File: src/core/mmt_defs.svh
// constants of the multi-mode timer/capture block
`ifndef MMT_DEFS_SVH
`define MMT_DEFS_SVH

`define MMT_CNT_W        16
`define MMT_PRE_W        24
`define MMT_SHIFT_W      5
`define MMT_DIV_BASE     3
`define MMT_DIV_STEP     2
`define MMT_FC_REJECT    7
`define MMT_FC_DETECT    24
`define MMT_FLT_W        5
`define MMT_CNT_RST      16'h0000
`define MMT_CMP_RST      16'hFFFF
`define MMT_CAP_RST      16'h0000
`define MMT_START_STOP   2'h0
`define MMT_START_CMD    2'h1
`define MMT_START_EXT    2'h3
`define MMT_MODE_TIMER   3'h0
`define MMT_MODE_EXTTRIG 3'h1
`define MMT_MODE_EVENT   3'h2
`define MMT_MODE_WINDOW  3'h3
`define MMT_MODE_PULSE   3'h4
`define MMT_CAPM_DOUBLE  1'h0
`define MMT_CAPM_SINGLE  1'h1

`endif

File: src/core/mmt_pkg.sv
// types of the multi-mode timer/capture block
package mmt_pkg;
   typedef enum logic [1:0] {
      MMT_ST_STOP,
      MMT_ST_WAIT,
      MMT_ST_RUN
   } mmt_state_e;
   typedef logic [15:0] mmt_count_t;
endpackage

File: src/core/mmt_edge_if.sv
// carrier between the pin noise filter and the timer core
`timescale 1ns/100ps
interface mmt_edge_if;
   logic raw;
   logic level;
   logic rise;
   logic fall;
   modport filt (input raw, output level, output rise, output fall);
   modport user (output raw, input level, input rise, input fall);
endinterface

File: src/core/mmt_edge_filter.sv
// noise rejection and edge detection on the event input pin
`timescale 1ns/100ps
`include "mmt_defs.svh"
module mmt_edge_filter
   import mmt_pkg::*;
(
   input  logic  sys_clk_in,
   input  logic  srst_in,
   mmt_edge_if.filt edge_port
);
   logic [`MMT_FLT_W-1:0] stable_cnt;
   logic                  level;

   // a change must persist past the reject window before it is taken
   always_ff @(posedge sys_clk_in) begin
      if (srst_in) begin
         stable_cnt <= '0;
      end else if (edge_port.raw == level) begin
         stable_cnt <= '0;
      end else if (stable_cnt == `MMT_FLT_W'(`MMT_FC_REJECT)) begin
         stable_cnt <= '0;
      end else begin
         stable_cnt <= stable_cnt + `MMT_FLT_W'(1);
      end
   end

   always_ff @(posedge sys_clk_in) begin
      if (srst_in) begin
         level <= 1'b0;
      end else if (edge_port.raw != level &&
                   stable_cnt == `MMT_FLT_W'(`MMT_FC_REJECT)) begin
         level <= edge_port.raw;
      end
   end

   always_ff @(posedge sys_clk_in) begin
      if (srst_in) begin
         edge_port.rise <= 1'b0;
         edge_port.fall <= 1'b0;
      end else begin
         edge_port.rise <= ~level & edge_port.raw &
                           (stable_cnt == `MMT_FLT_W'(`MMT_FC_REJECT));
         edge_port.fall <= level & ~edge_port.raw &
                           (stable_cnt == `MMT_FLT_W'(`MMT_FC_REJECT));
      end
   end

   assign edge_port.level = level;
endmodule

File: src/core/mmt_timer.sv
// 16-bit multi-mode timer/counter with compare and capture
// Behaviour
// - timer mode: count internal clock, on compare match interrupt, clear, keep counting
// - soft capture bit copies counter to capture register except in pulse mode, then clears itself
// - external trigger mode starts counting internal clock at selected pin edge
// - external trigger mode: match interrupts, clears, halts until next selected edge
// - pin pulses of 7 clocks or less rejected; source holds 24 clocks
// - event mode counts selected pin edges; match interrupts and clears counter
// - window mode counts rising edges of window AND internal clock; match clears
// - edge polarity bit picks active-high or active-low window
// - pulse mode with external start begins counting at the selected edge
// - pulse mode: opposite edge captures counter and raises the interrupt
// - single edge capture clears counter at the capture edge
// - double edge capture keeps counting, captures again at next start edge
// - capture edge mode bit selects single/double; polarity from edge select
// - start control: 00 stop and clear, 01 command, 11 trigger, 10 reserved
// - capture edge mode 0 means double edge, 1 means single edge
// - trigger stop select 1 lets a trigger edge also stop the counter
`timescale 1ns/100ps
`include "mmt_defs.svh"
module mmt_timer
   import mmt_pkg::*;
(
   input  logic       sys_clk_in,
   input  logic       srst_in,
   input  logic       event_input_pin_in,
   input  logic [2:0] mode_in,
   input  logic [2:0] source_clock_select_in,
   input  logic [1:0] start_control_in,
   input  logic       edge_polarity_select_in,
   input  logic       capture_edge_mode_in,
   input  logic       trigger_stop_select_in,
   input  logic       soft_capture_set_in,
   input  logic       cmp_wr_lo_in,
   input  logic       cmp_wr_hi_in,
   input  logic [7:0] cmp_wdata_in,
   output logic [15:0] counter_out,
   output logic [7:0] capture_lo_out,
   output logic [7:0] capture_hi_out,
   output logic       timer_match_irq_out,
   output logic       soft_capture_trigger_out,
   output logic       running_out,
   output logic       waiting_out,
   output logic       compare_armed_out
);
   mmt_edge_if edge_bus ();

   mmt_state_e            state;
   mmt_count_t            counter;
   mmt_count_t            compare_reg_a;
   mmt_count_t            capture_reg_b;
   logic [`MMT_PRE_W-1:0] prescaler;
   logic [`MMT_SHIFT_W-1:0] clk_shift;
   logic                  int_lvl;
   logic                  int_lvl_d;
   logic                  gate_lvl;
   logic                  gate_lvl_d;
   logic                  int_tick;
   logic                  win_tick;
   logic                  start_edge;
   logic                  stop_edge;
   logic                  win_active;
   logic                  cnt_tick;
   logic                  match;
   logic                  cmp_inhibit;
   logic                  soft_capture_trigger;
   logic                  soft_cap_do;
   logic                  pw_mode;
   logic                  pw_phase;
   logic                  pw_cap;
   logic                  pw_cap_2nd;
   logic                  trig_stop;
   logic                  irq;
   mmt_count_t            next_count;

   assign edge_bus.raw = event_input_pin_in;

   mmt_edge_filter u_filter (
      .sys_clk_in (sys_clk_in),
      .srst_in    (srst_in),
      .edge_port  (edge_bus.filt)
   );

   // free-running divider; each selectable rate is one tap of it
   always_ff @(posedge sys_clk_in) begin
      if (srst_in) begin
         prescaler <= '0;
      end else begin
         prescaler <= prescaler + `MMT_PRE_W'(1);
      end
   end

   assign clk_shift = `MMT_SHIFT_W'(`MMT_DIV_BASE +
                      32'(source_clock_select_in) * `MMT_DIV_STEP);
   assign int_lvl   = prescaler[clk_shift];

   // selected polarity: 0 rising / active high, 1 falling / active low
   assign start_edge = edge_polarity_select_in ? edge_bus.fall : edge_bus.rise;
   assign stop_edge  = edge_polarity_select_in ? edge_bus.rise : edge_bus.fall;
   assign win_active = edge_bus.level ^ edge_polarity_select_in;
   assign gate_lvl   = win_active & int_lvl;

   always_ff @(posedge sys_clk_in) begin
      if (srst_in) begin
         int_lvl_d  <= 1'b0;
         gate_lvl_d <= 1'b0;
      end else begin
         int_lvl_d  <= int_lvl;
         gate_lvl_d <= gate_lvl;
      end
   end

   assign int_tick = int_lvl & ~int_lvl_d;
   assign win_tick = gate_lvl & ~gate_lvl_d;

   always_comb begin
      case (mode_in)
         `MMT_MODE_EVENT:  cnt_tick = start_edge;
         `MMT_MODE_WINDOW: cnt_tick = win_tick;
         default:          cnt_tick = int_tick;
      endcase
   end

   assign pw_mode    = (mode_in == `MMT_MODE_PULSE);
   assign next_count = counter + 16'h0001;
   // a half-written compare value never matches
   assign match      = (state == MMT_ST_RUN) && cnt_tick && !pw_mode &&
                       !cmp_inhibit && (next_count == compare_reg_a);
   // opposite edge first, then (double mode) the start-polarity edge
   assign pw_cap     = pw_mode && (state == MMT_ST_RUN) &&
                       (pw_phase ? start_edge : stop_edge);
   assign pw_cap_2nd = pw_cap && pw_phase;
   assign trig_stop  = (mode_in == `MMT_MODE_EXTTRIG) && trigger_stop_select_in &&
                       (state == MMT_ST_RUN) && start_edge;
   assign soft_cap_do = soft_capture_trigger && !pw_mode;

   // run control
   always_ff @(posedge sys_clk_in) begin
      if (srst_in) begin
         state <= MMT_ST_STOP;
      end else if (start_control_in == `MMT_START_STOP) begin
         state <= MMT_ST_STOP;
      end else begin
         case (state)
            MMT_ST_STOP: begin
               if (start_control_in == `MMT_START_CMD) begin
                  state <= MMT_ST_RUN;
               end else if (start_control_in == `MMT_START_EXT) begin
                  state <= MMT_ST_WAIT;
               end
            end
            MMT_ST_WAIT: begin
               if (start_edge) begin
                  state <= MMT_ST_RUN;
               end
            end
            MMT_ST_RUN: begin
               if (match && mode_in == `MMT_MODE_EXTTRIG) begin
                  state <= MMT_ST_WAIT;
               end else if (trig_stop) begin
                  state <= MMT_ST_WAIT;
               end else if (pw_cap && !pw_phase &&
                            capture_edge_mode_in == `MMT_CAPM_SINGLE &&
                            start_control_in == `MMT_START_EXT) begin
                  state <= MMT_ST_WAIT;
               end
            end
            default: state <= MMT_ST_STOP;
         endcase
      end
   end

   // pulse measurement phase: 0 waits opposite edge, 1 waits start edge
   always_ff @(posedge sys_clk_in) begin
      if (srst_in) begin
         pw_phase <= 1'b0;
      end else if (state != MMT_ST_RUN || !pw_mode) begin
         pw_phase <= 1'b0;
      end else if (pw_cap) begin
         pw_phase <= !pw_phase && (capture_edge_mode_in == `MMT_CAPM_DOUBLE);
      end
   end

   // the up-counter
   always_ff @(posedge sys_clk_in) begin
      if (srst_in) begin
         counter <= `MMT_CNT_RST;
      end else if (start_control_in == `MMT_START_STOP) begin
         counter <= `MMT_CNT_RST;
      end else if (state == MMT_ST_RUN) begin
         if (pw_cap && (pw_cap_2nd ||
                        capture_edge_mode_in == `MMT_CAPM_SINGLE)) begin
            counter <= `MMT_CNT_RST;
         end else if (match) begin
            counter <= `MMT_CNT_RST;
         end else if (trig_stop) begin
            counter <= counter;
         end else if (cnt_tick) begin
            counter <= next_count;
         end
      end
   end

   // compare register, written a byte at a time
   always_ff @(posedge sys_clk_in) begin
      if (srst_in) begin
         compare_reg_a <= `MMT_CMP_RST;
      end else if (cmp_wr_hi_in) begin
         compare_reg_a[15:8] <= cmp_wdata_in;
      end else if (cmp_wr_lo_in) begin
         compare_reg_a[7:0] <= cmp_wdata_in;
      end
   end

   always_ff @(posedge sys_clk_in) begin
      if (srst_in) begin
         cmp_inhibit <= 1'b0;
      end else if (cmp_wr_hi_in) begin
         cmp_inhibit <= 1'b0;
      end else if (cmp_wr_lo_in) begin
         cmp_inhibit <= 1'b1;
      end
   end

   // software capture request; a new request beats the self-clear
   always_ff @(posedge sys_clk_in) begin
      if (srst_in) begin
         soft_capture_trigger <= 1'b0;
      end else if (soft_capture_set_in) begin
         soft_capture_trigger <= 1'b1;
      end else if (soft_capture_trigger) begin
         soft_capture_trigger <= 1'b0;
      end
   end

   // capture register; an edge capture wins over a software capture
   always_ff @(posedge sys_clk_in) begin
      if (srst_in) begin
         capture_reg_b <= `MMT_CAP_RST;
      end else if (pw_cap) begin
         capture_reg_b <= counter;
      end else if (soft_cap_do) begin
         capture_reg_b <= counter;
      end
   end

   always_ff @(posedge sys_clk_in) begin
      if (srst_in) begin
         irq <= 1'b0;
      end else begin
         irq <= match || pw_cap;
      end
   end

   assign counter_out              = counter;
   assign capture_lo_out           = capture_reg_b[7:0];
   assign capture_hi_out           = capture_reg_b[15:8];
   assign timer_match_irq_out      = irq;
   assign soft_capture_trigger_out = soft_capture_trigger;
   assign running_out              = (state == MMT_ST_RUN);
   assign waiting_out              = (state == MMT_ST_WAIT);
   assign compare_armed_out        = !cmp_inhibit;
endmodule

File: config.mk
export PLATFORM = sky130hd
export DESIGN_NAME = mmt_timer
export DESIGN_NICKNAME = d
export VERILOG_FILES = /design/src/core/mmt_pkg.sv /design/src/core/mmt_edge_if.sv /design/src/core/mmt_edge_filter.sv /design/src/core/mmt_timer.sv
export VERILOG_INCLUDE_DIRS = /design/src /design/src/core
export SDC_FILE = /design/constraint.sdc
export NUM_CORES = 1
export LEC_CHECK = 0
export ABC_AREA = 1
export BUFFER_PORTS_ARGS = -buffer_cell sky130_fd_sc_hd__buf_2
export CELL_PAD_IN_SITES_DETAIL_PLACEMENT = 1
export CELL_PAD_IN_SITES_GLOBAL_PLACEMENT = 2
export CORE_MARGIN = 2
export CORE_UTILIZATION = 34
export DETAILED_ROUTE_END_ITERATION = 10
export GPL_TIMING_DRIVEN = 0
export PLACE_DENSITY_LB_ADDON = 0.1
export REMOVE_ABC_BUFFERS = 1
export SLEW_MARGIN = 20
export SYNTH_ARGS = -nofsm -noshare
export SYNTH_HDL_FRONTEND = slang
export SYNTH_SLANG_ARGS = --single-unit
File: constraint.sdc
create_clock -name sys_clk_in -period 6.2 [get_ports sys_clk_in]
set_input_delay 0.62 -clock sys_clk_in [delete_from_list [all_inputs] [get_ports sys_clk_in]]
set_output_delay 0.62 -clock sys_clk_in [all_outputs]
set_load 0.01 [all_outputs]
==> Flow_metrics.wiki, run 1 <==
{| class="wikitable"
! Metric !! Value
|-
| Worst hold slack across all endpoints || 0.452 ns
|-
| Placement row count || 42
|-
| Yosys synthesis warning count || 0
|-
| Worst path arrival time || 3.80 ns
|-
| Placement-stage worst setup slack || 2.69 ns
|-
| Count of maximum capacitance violations || 0
|-
| Placed Instance Area || 5150 sq um
|-
| Clock latency at the later pin of the worst-skew pair || 0.35 ns
|-
| Fin crit share || 56.6%
|-
| Post-CTS sizing || 0
|-
| Worst r2r dst || counter_out[14]
|-
| Mapped Area || 4690 sq um
|-
| Clk_skew || 0.00981 ns
|-
| Worst-margin pin slew || 0.938 ns
|-
| Met2 Wirelength || 7.50 mm
|-
| Antenna violations before repair || 0
|-
| Overflow after GRT || 0
|-
| Final setup margin || 2.69 ns
|-
| GP Congestion || 0.849
|-
| Type of the worst min-delay path || reg -> reg
|-
| Largest fanout on the critical path || 20
|-
| Flip-flop and latch count after synthesis || 88
|-
| Sink Count || 88
|-
| Maximum clock rate || 285 MHz
|-
| Violation count after the first detailed-route iteration || 124
|-
| Maximum clock insertion buffer count || 2
|-
| Outcome || complete, no violations
|-
| Number of nets in the layout || 808
|-
| Die Wd || 121 microns
|-
| First-pass iteration count of the detailed router || 4
|-
| Die Ht || 121 microns
|-
| IO buf count || 61
|-
| CTS Buf Count || 9
|-
| Type of origin of the critical path || flip-flop
|-
| Worst slew margin relative to its limit || 37.3%
|-
| Design internal power || 0.942 mW
|-
| Initial Util || 35.2%
|-
| Setup violations, final || 0
|-
| Cell count of the worst reg-to-reg path || 17
|-
| Portion of the post-synthesis area used by sequential elements || 37.5%
|-
| Antenna violation net count after detailed routing || 0
|-
| Worst setup path endpoint || counter_out[14]
|-
| Final instance area || 5430 sq um
|-
| Total power density per cell area || 238 nW/um^2
|-
| Sw Ratio || 27.1%
|-
| HPWL after detailed placement || 10.9 mm
|-
| Required time reported for the critical path endpoint || 6.49 ns
|-
| Flop pwr share || 46.6%
|-
| Synthesized area per cell || 6.50 sq um
|-
| Root cell of the clock tree || sky130_fd_sc_hd__clkbuf_16
|-
| Wire length of the first global-routing pass || 23.8 mm
|-
| Synth-to-layout area growth || 15.8%
|-
| Clock network fraction of design power || 41.9%
|-
| Fill cell instance count of the final layout || 1,813
|-
| Flop-to-flop setup slack || 2.69 ns
|-
| Number of remaining DRC errors || 0
|-
| H-Tree Level Count || 3
|-
| Routed length on met1 || 6.48 mm
|-
| Setup repair bufs after CTS || 0
|-
| Tot GR Track Use || 20.9%
|-
| Number of global-route vias before repair || 4,875
|-
| Origin of the critical flop-to-flop path || counter_out[0]
|-
| Power spent charging and discharging nets || 0.349 mW
|-
| Number of instances on the worst hold path || 1
|-
| Category of the most critical setup path || reg -> reg
|-
| Number of inserted diodes || 0
|-
| CTS clock-pin slew for the worst setup and hold paths || 0.07 ns
|-
| Hold buffer count at cts || 0
|-
| Core area || 13,300 sq um
|-
| Setup repair after global routing missed its margin || no
|-
| Setup total negative slack || 0 ns
|-
| Routed wire length on met3 || 329 microns
|-
| Final number of max-transition violations || 0
|-
| Area enclosed by the die boundary || 14,800 sq um
|-
| Shortest period the worst path allows || 3.51 ns
|-
| Total wire length || 14.6 mm
|-
| Largest net degree at the start of global routing || 36
|-
| Avg Vias per Cell || 4.97
|-
| Detail-routed net length per standard cell || 15.2 microns
|-
| TritonCTS clock tree || yes
|-
| Max VDD drop || 0.118 mV
|-
| Startpoint of the worst setup timing path || counter_out[0]
|-
| Synth Instances || 722
|-
| Final hold vios || 0
|-
| Static power due to leakage || 2.57 nW
|-
| Uppermost layer routed || met4
|-
| Share of cells above drive strength 1 || 12.9%
|-
| Detailed-route via count || 4,763
|-
| Combinational group share of total power || 11.5%
|-
| Type of destination of the critical path || flip-flop
|-
| IO Count || 62
|-
| Number of distinct library cells after synthesis || 38
|}
final cells by class:
class,instances,area (sq um),share of cell area [%]
flip-flops and latches,88,1760,32.4
inverters,94,353,6.49
repair buffers,62,325,5.99
clock buffers,14,274,5.04
well taps,176,220,4.05
clock inverters,2,12.5,0.230
multi-input cells,522,2490,45.8
how the worst min path moves through the flow:
stage                            from                endpoint  slack (ns)
6_report       u_filter.stable_cnt[0]  u_filter.stable_cnt[0]        0.45
5_1_grt                  prescaler[0]            prescaler[0]        0.47
4_1_cts                  prescaler[0]            prescaler[0]        0.46
3_5_place_dp             prescaler[0]            prescaler[0]        0.44
3_3_place_gp   u_filter.stable_cnt[0]  u_filter.stable_cnt[0]        0.43
2_1_floorplan            prescaler[0]            prescaler[0]        0.42
power groups by stage:
| stage | sequential (mW) | clock [mW] | combinational (mW) |
|---|---|---|---|
| 6_report | 0.602 | 0.541 | 0.148 |
| 5_1_grt | 0.605 | 0.581 | 0.170 |
| 4_1_cts | 0.602 | 0.557 | 0.151 |
| 3_5_place_dp | 0.615 | 0 | 0.150 |
| 3_3_place_gp | 0.614 | 0 | 0.144 |
| 2_1_floorplan | 0.615 | 0 | 0.0873 |
per-layer routing:
layer / vias up / global-route usage, %
met5: - / 0
met3: 18 / 2.73
met1: 2253 / 24.5
met4: 0 / 7.26
met2: 57 / 38.6
li1: 2435 / -
cells in the final DEF, fill, tap and decap left out, types with 2 or more instances in the layout:
master,count
sky130_fd_sc_hd__inv_1,88
sky130_fd_sc_hd__o211ai_1,7
sky130_fd_sc_hd__buf_2,61
sky130_fd_sc_hd__nor4_1,2
sky130_fd_sc_hd__clkbuf_1,2
sky130_fd_sc_hd__nand2_2,5
sky130_fd_sc_hd__o21ai_1,2
sky130_fd_sc_hd__nor3_1,14
sky130_fd_sc_hd__nand4_1,16
sky130_fd_sc_hd__nor2_1,93
sky130_fd_sc_hd__nor2_2,4
sky130_fd_sc_hd__xor2_1,7
sky130_fd_sc_hd__o21ai_0,39
sky130_fd_sc_hd__clkbuf_8,3
sky130_fd_sc_hd__or2_2,3
sky130_fd_sc_hd__a21oi_1,43
sky130_fd_sc_hd__dfxtp_1,88
sky130_fd_sc_hd__nand3_1,74
sky130_fd_sc_hd__o21ai_2,2
sky130_fd_sc_hd__inv_2,5
sky130_fd_sc_hd__nor2_4,2
sky130_fd_sc_hd__nand2_1,184
sky130_fd_sc_hd__ha_1,6
sky130_fd_sc_hd__xnor2_1,2
sky130_fd_sc_hd__nand2_4,3
sky130_fd_sc_hd__clkbuf_16,9
sky130_fd_sc_hd__nand3b_1,6
Yosys cell counts, drive strengths merged:
| cell | n | area [sq um] |
|---|---|---|
| a21oi | 43 | 215 |
| a31oi | 1 | 6.26 |
| a211o | 1 | 8.76 |
| buf | 5 | 38.8 |
| nand2 | 192 | 756 |
| o211a | 1 | 10.0 |
| o21ai | 43 | 223 |
| ha | 6 | 75.1 |
| xor2 | 7 | 61.3 |
| nor3b | 1 | 7.51 |
| xnor2 | 2 | 17.5 |
| a211oi | 1 | 7.51 |
| nor2 | 100 | 417 |
| and2 | 1 | 6.26 |
| clkbuf | 13 | 52.6 |
| o21a | 1 | 7.51 |
| nor3 | 14 | 70.1 |
| nand3b | 6 | 45.0 |
| inv | 93 | 349 |
| clkinv | 1 | 3.75 |
| dfxtp | 88 | 1760 |
| nor4 | 2 | 12.5 |
| o211ai | 7 | 52.6 |
| nand3 | 74 | 370 |
| or2 | 3 | 18.8 |
| nand4 | 16 | 100 |
critical path, cell delays in order, from the launching register on:
cell                      delay (ns)
sky130_fd_sc_hd__dfxtp_1        0.49
sky130_fd_sc_hd__ha_1           0.32
sky130_fd_sc_hd__nand2_1        0.21
sky130_fd_sc_hd__nor2_2         0.26
sky130_fd_sc_hd__nand2_1        0.09
sky130_fd_sc_hd__nand2_1        0.10
sky130_fd_sc_hd__nand2_1        0.09
sky130_fd_sc_hd__nand2_1        0.09
sky130_fd_sc_hd__nand2_1        0.06
sky130_fd_sc_hd__nor2_1         0.10
sky130_fd_sc_hd__nand2_1        0.07
sky130_fd_sc_hd__nor2_2         0.14
sky130_fd_sc_hd__nand2_1        0.10
sky130_fd_sc_hd__o21ai_2        0.53
sky130_fd_sc_hd__nand2_2        0.47
sky130_fd_sc_hd__nand2_1        0.17
sky130_fd_sc_hd__nand2_1        0.07
sky130_fd_sc_hd__nor2_1         0.09
metrics by stage:
step / cells / power, mW / utilization [%]
global placement: 941 / 0.758 / 38.4
detailed placement: 942 / 0.765 / 38.6
global route: 958 / 1.36 / 40.7
finish: 958 / 1.29 / 40.7
floorplan: 704 / 0.703 / -
CTS: 958 / 1.31 / 40.7
cells by family after synthesis:
family | count (synthesis) | share of synthesized area (%)
flip-flops | 88 | 37.5
AND/OR/NAND/NOR | 409 | 38.4
adder cells (fa/ha/maj) | 6 | 1.60
buffers and inverters | 112 | 9.46
XOR/XNOR | 9 | 1.68
AO/OA/AOI/OAI | 98 | 11.3
flip-flops by register name (all words and copies together), names as in the netlist, 2 cells and up:
register / cells
compare_reg_a: 16
capture_reg_b: 16
counter_out: 16
prescaler: 24
state: 2
u_filter.stable_cnt: 5
Power figures use the tool's default switching activity.
==> run 2, diff against run 1 <==
--- a/config.mk
+++ b/config.mk
@@ -11,7 +11,7 @@
 export CELL_PAD_IN_SITES_DETAIL_PLACEMENT = 1
 export CELL_PAD_IN_SITES_GLOBAL_PLACEMENT = 2
 export CORE_MARGIN = 2
-export CORE_UTILIZATION = 34
+export CORE_UTILIZATION = 31
 export DETAILED_ROUTE_END_ITERATION = 10
 export GPL_TIMING_DRIVEN = 0
 export PLACE_DENSITY_LB_ADDON = 0.1
==> constraint.sdc (replaced) <==
create_clock -name sys_clk_in -period 3.5 [get_ports sys_clk_in]
set_input_delay 0.35 -clock sys_clk_in [delete_from_list [all_inputs] [get_ports sys_clk_in]]
set_output_delay 0.35 -clock sys_clk_in [all_outputs]
set_load 0.01 [all_outputs]
==> run 2 against run 1 <==
Compared with the run above: die area grew 9.3%; sequential cell count is the same; final cell count grew 0.73%; critical path depth is the same; global-route usage shrank 1.4 points; register-to-register slack lost 2.2 ns; combinational power grew 80%; non-clock buffer count is the same; first-iteration DRC count grew 33%.
==> Flow_metrics.wiki, run 2 (synthesis results as in run 1) <==
{| class="wikitable"
! Metric !! Value
|-
| Required time reported for the critical path endpoint || 3.78 ns (-2.71 ns)
|-
| Setup total negative slack || 0 ns (unchanged)
|-
| Count of maximum capacitance violations || 0 (unchanged)
|-
| Largest reg by FF count || prescaler
|-
| Share of cells above drive strength 1 || 12.8% (-0.11 points)
|-
| Number of remaining DRC errors || 0 (unchanged)
|-
| Setup violations, final || 0 (unchanged)
|-
| Max VDD drop || 0.235 mV (+99%)
|-
| IO buf count || 61 (unchanged)
|-
| Detail-routed net length per standard cell || 15.6 microns (+2.1%)
|-
| Hold buffer count at cts || 0 (unchanged)
|-
| Die Wd || 127 microns (+4.6%)
|-
| Top library cells by usage in the layout, fill and taps aside || sky130_fd_sc_hd__nand2_1 (184), sky130_fd_sc_hd__nor2_1 (93), sky130_fd_sc_hd__inv_1 (88), sky130_fd_sc_hd__dfxtp_1 (88), sky130_fd_sc_hd__nand3_1 (74)
|-
| Wire length of the first global-routing pass || 24.8 mm (+4.1%)
|-
| Largest net degree at the start of global routing || 36 (unchanged)
|-
| Core area || 14,600 sq um (+9.7%)
|-
| Outcome || complete, no violations
|-
| Worst slew margin relative to its limit || 41.2% (+3.8 points)
|-
| Type of origin of the critical path || flip-flop
|-
| Clock latency at the later pin of the worst-skew pair || 0.35 ns (about the same)
|-
| Maximum clock insertion buffer count || 2 (unchanged)
|-
| Area enclosed by the die boundary || 16,100 sq um (+9.3%)
|-
| Initial Util || 32.0% (-3.1 points)
|-
| Shortest period the worst path allows || 3.01 ns (-0.505 ns)
|-
| Violation count after the first detailed-route iteration || 165 (+33%)
|-
| Type of destination of the critical path || flip-flop
|-
| Final instance area || 5460 sq um (+0.46%)
|-
| Final setup margin || 0.494 ns (-2.19 ns)
|-
| Avg Vias per Cell || 5.01 (+0.82%)
|-
| Total power density per cell area || 425 nW/um^2 (+79%)
|-
| Category of the most critical setup path || reg -> reg
|-
| Number of nets in the layout || 808 (unchanged)
|-
| Die Ht || 127 microns (+4.6%)
|-
| Overflow after GRT || 0 (unchanged)
|-
| First-pass iteration count of the detailed router || 4 (unchanged)
|-
| Final number of max-transition violations || 0 (unchanged)
|-
| Sink Count || 88 (unchanged)
|-
| Type of the worst min-delay path || in -> reg
|-
| Setup repair after global routing missed its margin || no
|-
| HPWL after detailed placement || 11.4 mm (+4.5%)
|-
| CTS clock-pin slew for the worst setup and hold paths || 0.07 ns (about the same)
|-
| TritonCTS clock tree || yes
|-
| CTS Buf Count || 9 (unchanged)
|-
| Most common cell after layout, fill and taps aside || sky130_fd_sc_hd__nand2_1
|-
| Antenna violation net count after detailed routing || 0 (unchanged)
|-
| Total wire length || 15.0 mm (+2.8%)
|-
| Placement row count || 44 (+4.8%)
|-
| GP Congestion || 0.828 (-2.4%)
|-
| Fin crit share || 85.9% (+29 points)
|-
| Placed Instance Area || 5160 sq um (+0.19%)
|-
| Final hold vios || 0 (unchanged)
|-
| Number of inserted diodes || 0 (unchanged)
|-
| Largest fanout on the critical path || 20 (unchanged)
|-
| Static power due to leakage || 2.58 nW (+0.52%)
|-
| Number of flip-flops under the largest register name || 24 (unchanged)
|-
| Maximum clock rate || 333 MHz (+17%)
|-
| Number of global-route vias before repair || 4,950 (+1.5%)
|-
| Tot GR Track Use || 19.5% (-1.4 points)
|-
| Root cell of the clock tree || sky130_fd_sc_hd__clkbuf_16
|-
| Worst path arrival time || 3.29 ns (-0.51 ns)
|-
| H-Tree Level Count || 3 (unchanged)
|-
| Overall power of the completed layout || 2.32 mW (+80%)
|-
| Final design utilization || 37.3% (-3.4 points)
|-
| Synth-to-layout area growth || 16.3%
|-
| IO Count || 62 (unchanged)
|-
| Clk_skew || 0.00533 ns (-0.00448 ns)
|-
| Worst-margin pin slew || 0.880 ns (-0.0575 ns)
|-
| Placement-stage worst setup slack || 0.161 ns (-2.53 ns)
|-
| Antenna violations before repair || 0 (unchanged)
|-
| Detailed-route via count || 4,837 (+1.6%)
|}
[run 2: critical path: stages, from the launching register on]
cell,delay [ns]
sky130_fd_sc_hd__dfxtp_1,0.51
sky130_fd_sc_hd__ha_1,0.27
sky130_fd_sc_hd__nand2_1,0.17
sky130_fd_sc_hd__nor2_2,0.22
sky130_fd_sc_hd__nand2_1,0.08
sky130_fd_sc_hd__nand2_1,0.08
sky130_fd_sc_hd__nand2_1,0.08
sky130_fd_sc_hd__nand2_1,0.09
sky130_fd_sc_hd__nand2_1,0.06
sky130_fd_sc_hd__nor2_1,0.15
sky130_fd_sc_hd__nand2_1,0.08
sky130_fd_sc_hd__nor2_2,0.09
sky130_fd_sc_hd__nand2_1,0.11
sky130_fd_sc_hd__o21ai_4,0.38
sky130_fd_sc_hd__nand2_4,0.24
sky130_fd_sc_hd__nand2_1,0.15
sky130_fd_sc_hd__nand2_1,0.06
sky130_fd_sc_hd__nor2_1,0.10
[run 2: layer usage]
| layer | part of all wire (%) | routed length [microns] | vias up | GRT usage [%] |
|---|---|---|---|---|
| met5 | 0 | 0 | - | 0 |
| met3 | 2.6 | 392 | 19 | 2.93 |
| met1 | 45 | 6810 | 2336 | 23.4 |
| met2 | 50 | 7520 | 52 | 35.2 |
| met4 | 1.9 | 284 | 0 | 6.98 |
| li1 | - | - | 2430 | - |
[run 2: repair_timing]
action                     in CTS  in global routing
buffers inserted                0                  0
gates resized for setup         0                  2
setup endpoints to repair       0                 13
[run 2: layout make-up]
class | instances | area, sq um
flip-flops and latches | 88 | 1760
multi-input cells | 522 | 2500
clock inverters | 3 | 42.5
clock buffers | 12 | 246
fillers | 1939 | 9190
well taps | 184 | 230
inverters | 94 | 353
repair buffers | 62 | 325
[run 2: per-stage QoR]
| step | hold slack [ns] | std cells |
|---|---|---|
| floorplan | 0.416 | 704 |
| global placement | 0.428 | 949 |
| detailed placement | 0.440 | 950 |
| CTS | 0.196 | 965 |
| global route | 0.208 | 965 |
| finish | 0.202 | 965 |
[run 2: final timing paths]
check	start	endpoint	slack (ns)	cells past startpoint
setup reg to reg	counter_out[0]	counter_out[6]	0.49	17
hold / removal	soft_capture_set_in	soft_capture_trigger_out	0.20	3
setup / recovery	counter_out[0]	counter_out[6]	0.49	17
hold reg to reg	prescaler[0]	prescaler[0]	0.45	1
[run 2: where the power goes]
group / internal (mW) / total [mW] / switching, mW
sequential: 1.04 / 1.07 / 0.0278
combinational: 0.0894 / 0.267 / 0.178
clock: 0.569 / 0.987 / 0.418
total: 1.70 / 2.32 / 0.624
==> run 3, diff against run 2 <==
--- a/config.mk
+++ b/config.mk
@@ -7,7 +7,7 @@
 export NUM_CORES = 1
 export LEC_CHECK = 0
 export ABC_AREA = 1
-export BUFFER_PORTS_ARGS = -buffer_cell sky130_fd_sc_hd__buf_2
+export BUFFER_PORTS_ARGS = -buffer_cell sky130_fd_sc_hd__clkbuf_2
 export CELL_PAD_IN_SITES_DETAIL_PLACEMENT = 1
 export CELL_PAD_IN_SITES_GLOBAL_PLACEMENT = 2
 export CORE_MARGIN = 2
==> run 3 against run 2 <==
Compared with the run above: via count barely moved; sequential cell count did not move; die area did not move; routed wire length rose by 0.17%; fmax fell by 1.1%; worst hold slack got worse by 0.0046 ns; final cell count did not move; largest cell class unchanged.
==> Flow_metrics.wiki, run 3 (synthesis results as in run 1) <==
{| class="wikitable"
! Metric !! Value
|-
| Outcome || complete, no violations
|-
| Setup violations, final || 0 (unchanged)
|-
| Largest reg by FF count || prescaler
|-
| Sequential cell area || 1760 sq um (unchanged)
|-
| Number of nets in the layout || 808 (unchanged)
|-
| Overflow after GRT || 0 (unchanged)
|-
| Setup total negative slack || 0 ns (unchanged)
|-
| Clock latency at the later pin of the worst-skew pair || 0.35 ns (about the same)
|-
| Max VDD drop || 0.210 mV (-11%)
|-
| Tot GR Track Use || 19.7% (+0.26 points)
|-
| Total power density per cell area || 415 nW/um^2 (-2.5%)
|-
| Fin crit share || 86.8% (+0.94 points)
|-
| H-Tree Level Count || 3 (unchanged)
|-
| Design internal power || 1.64 mW (-3.2%)
|-
| Maximum clock insertion buffer count || 2 (unchanged)
|-
| Worst slew margin relative to its limit || 40.7% (-0.53 points)
|-
| HPWL after detailed placement || 11.5 mm (+0.13%)
|-
| Worst-margin pin slew || 0.888 ns (+0.00786 ns)
|-
| Type of destination of the critical path || flip-flop
|-
| Synth-to-layout area growth || 16.0%
|-
| Final design utilization || 37.2% (-0.10 points)
|-
| Violation count after the first detailed-route iteration || 147 (-11%)
|-
| Hold buffer count at cts || 0 (unchanged)
|-
| Antenna violations before repair || 0 (unchanged)
|-
| Die Wd || 127 microns (unchanged)
|-
| IO Count || 62 (unchanged)
|-
| Top library cells by usage in the layout, fill and taps aside || sky130_fd_sc_hd__nand2_1 (184), sky130_fd_sc_hd__nor2_1 (93), sky130_fd_sc_hd__inv_1 (88), sky130_fd_sc_hd__dfxtp_1 (88), sky130_fd_sc_hd__nand3_1 (74)
|-
| Number of remaining DRC errors || 0 (unchanged)
|-
| Type of origin of the critical path || flip-flop
|-
| Type of the worst min-delay path || in -> reg
|-
| Final setup margin || 0.461 ns (-0.0328 ns)
|-
| Final hold vios || 0 (unchanged)
|-
| GP Congestion || 0.830 (+0.16%)
|-
| Core area || 14,600 sq um (unchanged)
|-
| Detailed-route via count || 4,841 (+0.083%)
|-
| CTS clock-pin slew for the worst setup and hold paths || 0.06 ns (about the same)
|-
| Setup repair bufs after CTS || 0 (unchanged)
|-
| Shortest period the worst path allows || 3.04 ns (+0.0328 ns)
|-
| Detail-routed net length per standard cell || 15.6 microns (+0.17%)
|-
| Initial Util || 32.0% (unchanged)
|-
| Combinational group share of total power || 11.8% (+0.3 points)
|-
| Static power due to leakage || 2.55 nW (-1.0%)
|-
| Sink Count || 88 (unchanged)
|-
| Root cell of the clock tree || sky130_fd_sc_hd__clkbuf_16
|-
| Largest net degree at the start of global routing || 35 (-2.8%)
|-
| Avg Vias per Cell || 5.02 (about the same)
|-
| IO buf count || 61 (unchanged)
|-
| Total wire length || 15.0 mm (+0.17%)
|-
| Most common cell after layout, fill and taps aside || sky130_fd_sc_hd__nand2_1
|-
| CTS Buf Count || 9 (unchanged)
|-
| Category of the most critical setup path || reg -> reg
|-
| Number of inserted diodes || 0 (unchanged)
|-
| Number of flip-flops under the largest register name || 24 (unchanged)
|-
| Sw Ratio || 27.2% (+0.33 points)
|-
| Antenna violation net count after detailed routing || 0 (unchanged)
|-
| Largest fanout on the critical path || 20 (unchanged)
|-
| Clk_skew || 0.00935 ns (+0.00402 ns)
|-
| Maximum clock rate || 329 MHz (-1.1%)
|-
| Wire length of the first global-routing pass || 25.1 mm (+1.1%)
|-
| Worst path arrival time || 3.31 ns (+0.02 ns)
|-
| Final number of max-transition violations || 0 (unchanged)
|-
| First-pass iteration count of the detailed router || 4 (unchanged)
|-
| Area enclosed by the die boundary || 16,100 sq um (unchanged)
|-
| Post-CTS sizing || 0 (unchanged)
|-
| Power spent charging and discharging nets || 0.614 mW (-1.6%)
|-
| Cell total after placement || 950 (unchanged)
|-
| Number of global-route vias before repair || 5,002 (+1.1%)
|-
| Clock network fraction of design power || 40.8% (-1.7 points)
|-
| Die Ht || 127 microns (unchanged)
|-
| Share of cells above drive strength 1 || 12.9% (+0.13 points)
|-
| Setup repair after global routing missed its margin || no
|-
| Flop pwr share || 47.3% (+1.3 points)
|-
| Placement row count || 44 (unchanged)
|-
| Required time reported for the critical path endpoint || 3.77 ns (about the same)
|-
| Final Non-Filler Cells || 965 (unchanged)
|-
| Placement-stage worst setup slack || 0.187 ns (+0.0263 ns)
|-
| Count of maximum capacitance violations || 0 (unchanged)
|-
| Overall power of the completed layout || 2.26 mW (-2.8%)
|-
| TritonCTS clock tree || yes
|-
| Multi-input logic area || 2500 sq um (unchanged)
|-
| Fill cell instance count of the final layout || 1,922 (-0.88%)
|}
run 3: cell type report:
type | count | share of cell area [%]
timing repair buffer | 62 | 5.98
sequential | 88 | 32.4
clock buffer | 12 | 4.71
inverter | 94 | 6.48
tap | 184 | 4.23
clock inverter | 3 | 0.322
multi-input combinational | 522 | 45.9
run 3: through the flow:
step / hold WS [ns] / area [sq um]
2_1_floorplan: 0.416 / 4600
3_3_place_gp: 0.428 / 5140
3_5_place_dp: 0.442 / 5160
4_1_cts: 0.189 / 5430
5_1_grt: 0.217 / 5440
6_report: 0.198 / 5440
run 3: path summary, 6_finish.rpt:
kind | cells after the start | slack [ns] | end | startpoint
worst max-delay path | 17 | 0.46 | counter_out[6] | counter_out[0]
worst min-delay path | 3 | 0.20 | soft_capture_trigger_out | soft_capture_set_in
worst max register to register | 17 | 0.46 | counter_out[6] | counter_out[0]
worst min register to register | 1 | 0.45 | prescaler[0] | prescaler[0]
run 3: power by group through the flow:
stage | Combinational [mW] | Sequential, mW | Clock, mW
3_5_place_dp | 0.267 | 1.09 | 0
6_report | 0.267 | 1.07 | 0.922
4_1_cts | 0.269 | 1.07 | 0.955
5_1_grt | 0.310 | 1.07 | 0.996
3_3_place_gp | 0.257 | 1.09 | 0
2_1_floorplan | 0.155 | 1.09 | 0
run 3: per-layer routing:
metal	GRT usage, %	routed length [microns]	up-vias	part of all wire, %
met3	2.89	355	20	2.4
met2	35.4	7510	57	50
li1	-	-	2438	-
met4	7.24	306	0	2.0
met1	24.0	6860	2326	46
met5	0	0	-	0
run 3: critical path, cell delays in order, from the launching register on:
cell and delay, ns:
sky130_fd_sc_hd__dfxtp_1 0.52, sky130_fd_sc_hd__ha_1 0.27, sky130_fd_sc_hd__nand2_1 0.18, sky130_fd_sc_hd__nor2_2 0.24, sky130_fd_sc_hd__nand2_1 0.08, sky130_fd_sc_hd__nand2_1 0.08, sky130_fd_sc_hd__nand2_1 0.07, sky130_fd_sc_hd__nand2_1 0.08
sky130_fd_sc_hd__nand2_1 0.05, sky130_fd_sc_hd__nor2_1 0.15, sky130_fd_sc_hd__nand2_1 0.09, sky130_fd_sc_hd__nor2_2 0.09, sky130_fd_sc_hd__nand2_1 0.10, sky130_fd_sc_hd__o21ai_4 0.38, sky130_fd_sc_hd__nand2_4 0.26, sky130_fd_sc_hd__nand2_1 0.15
sky130_fd_sc_hd__nand2_1 0.05, sky130_fd_sc_hd__nor2_1 0.11
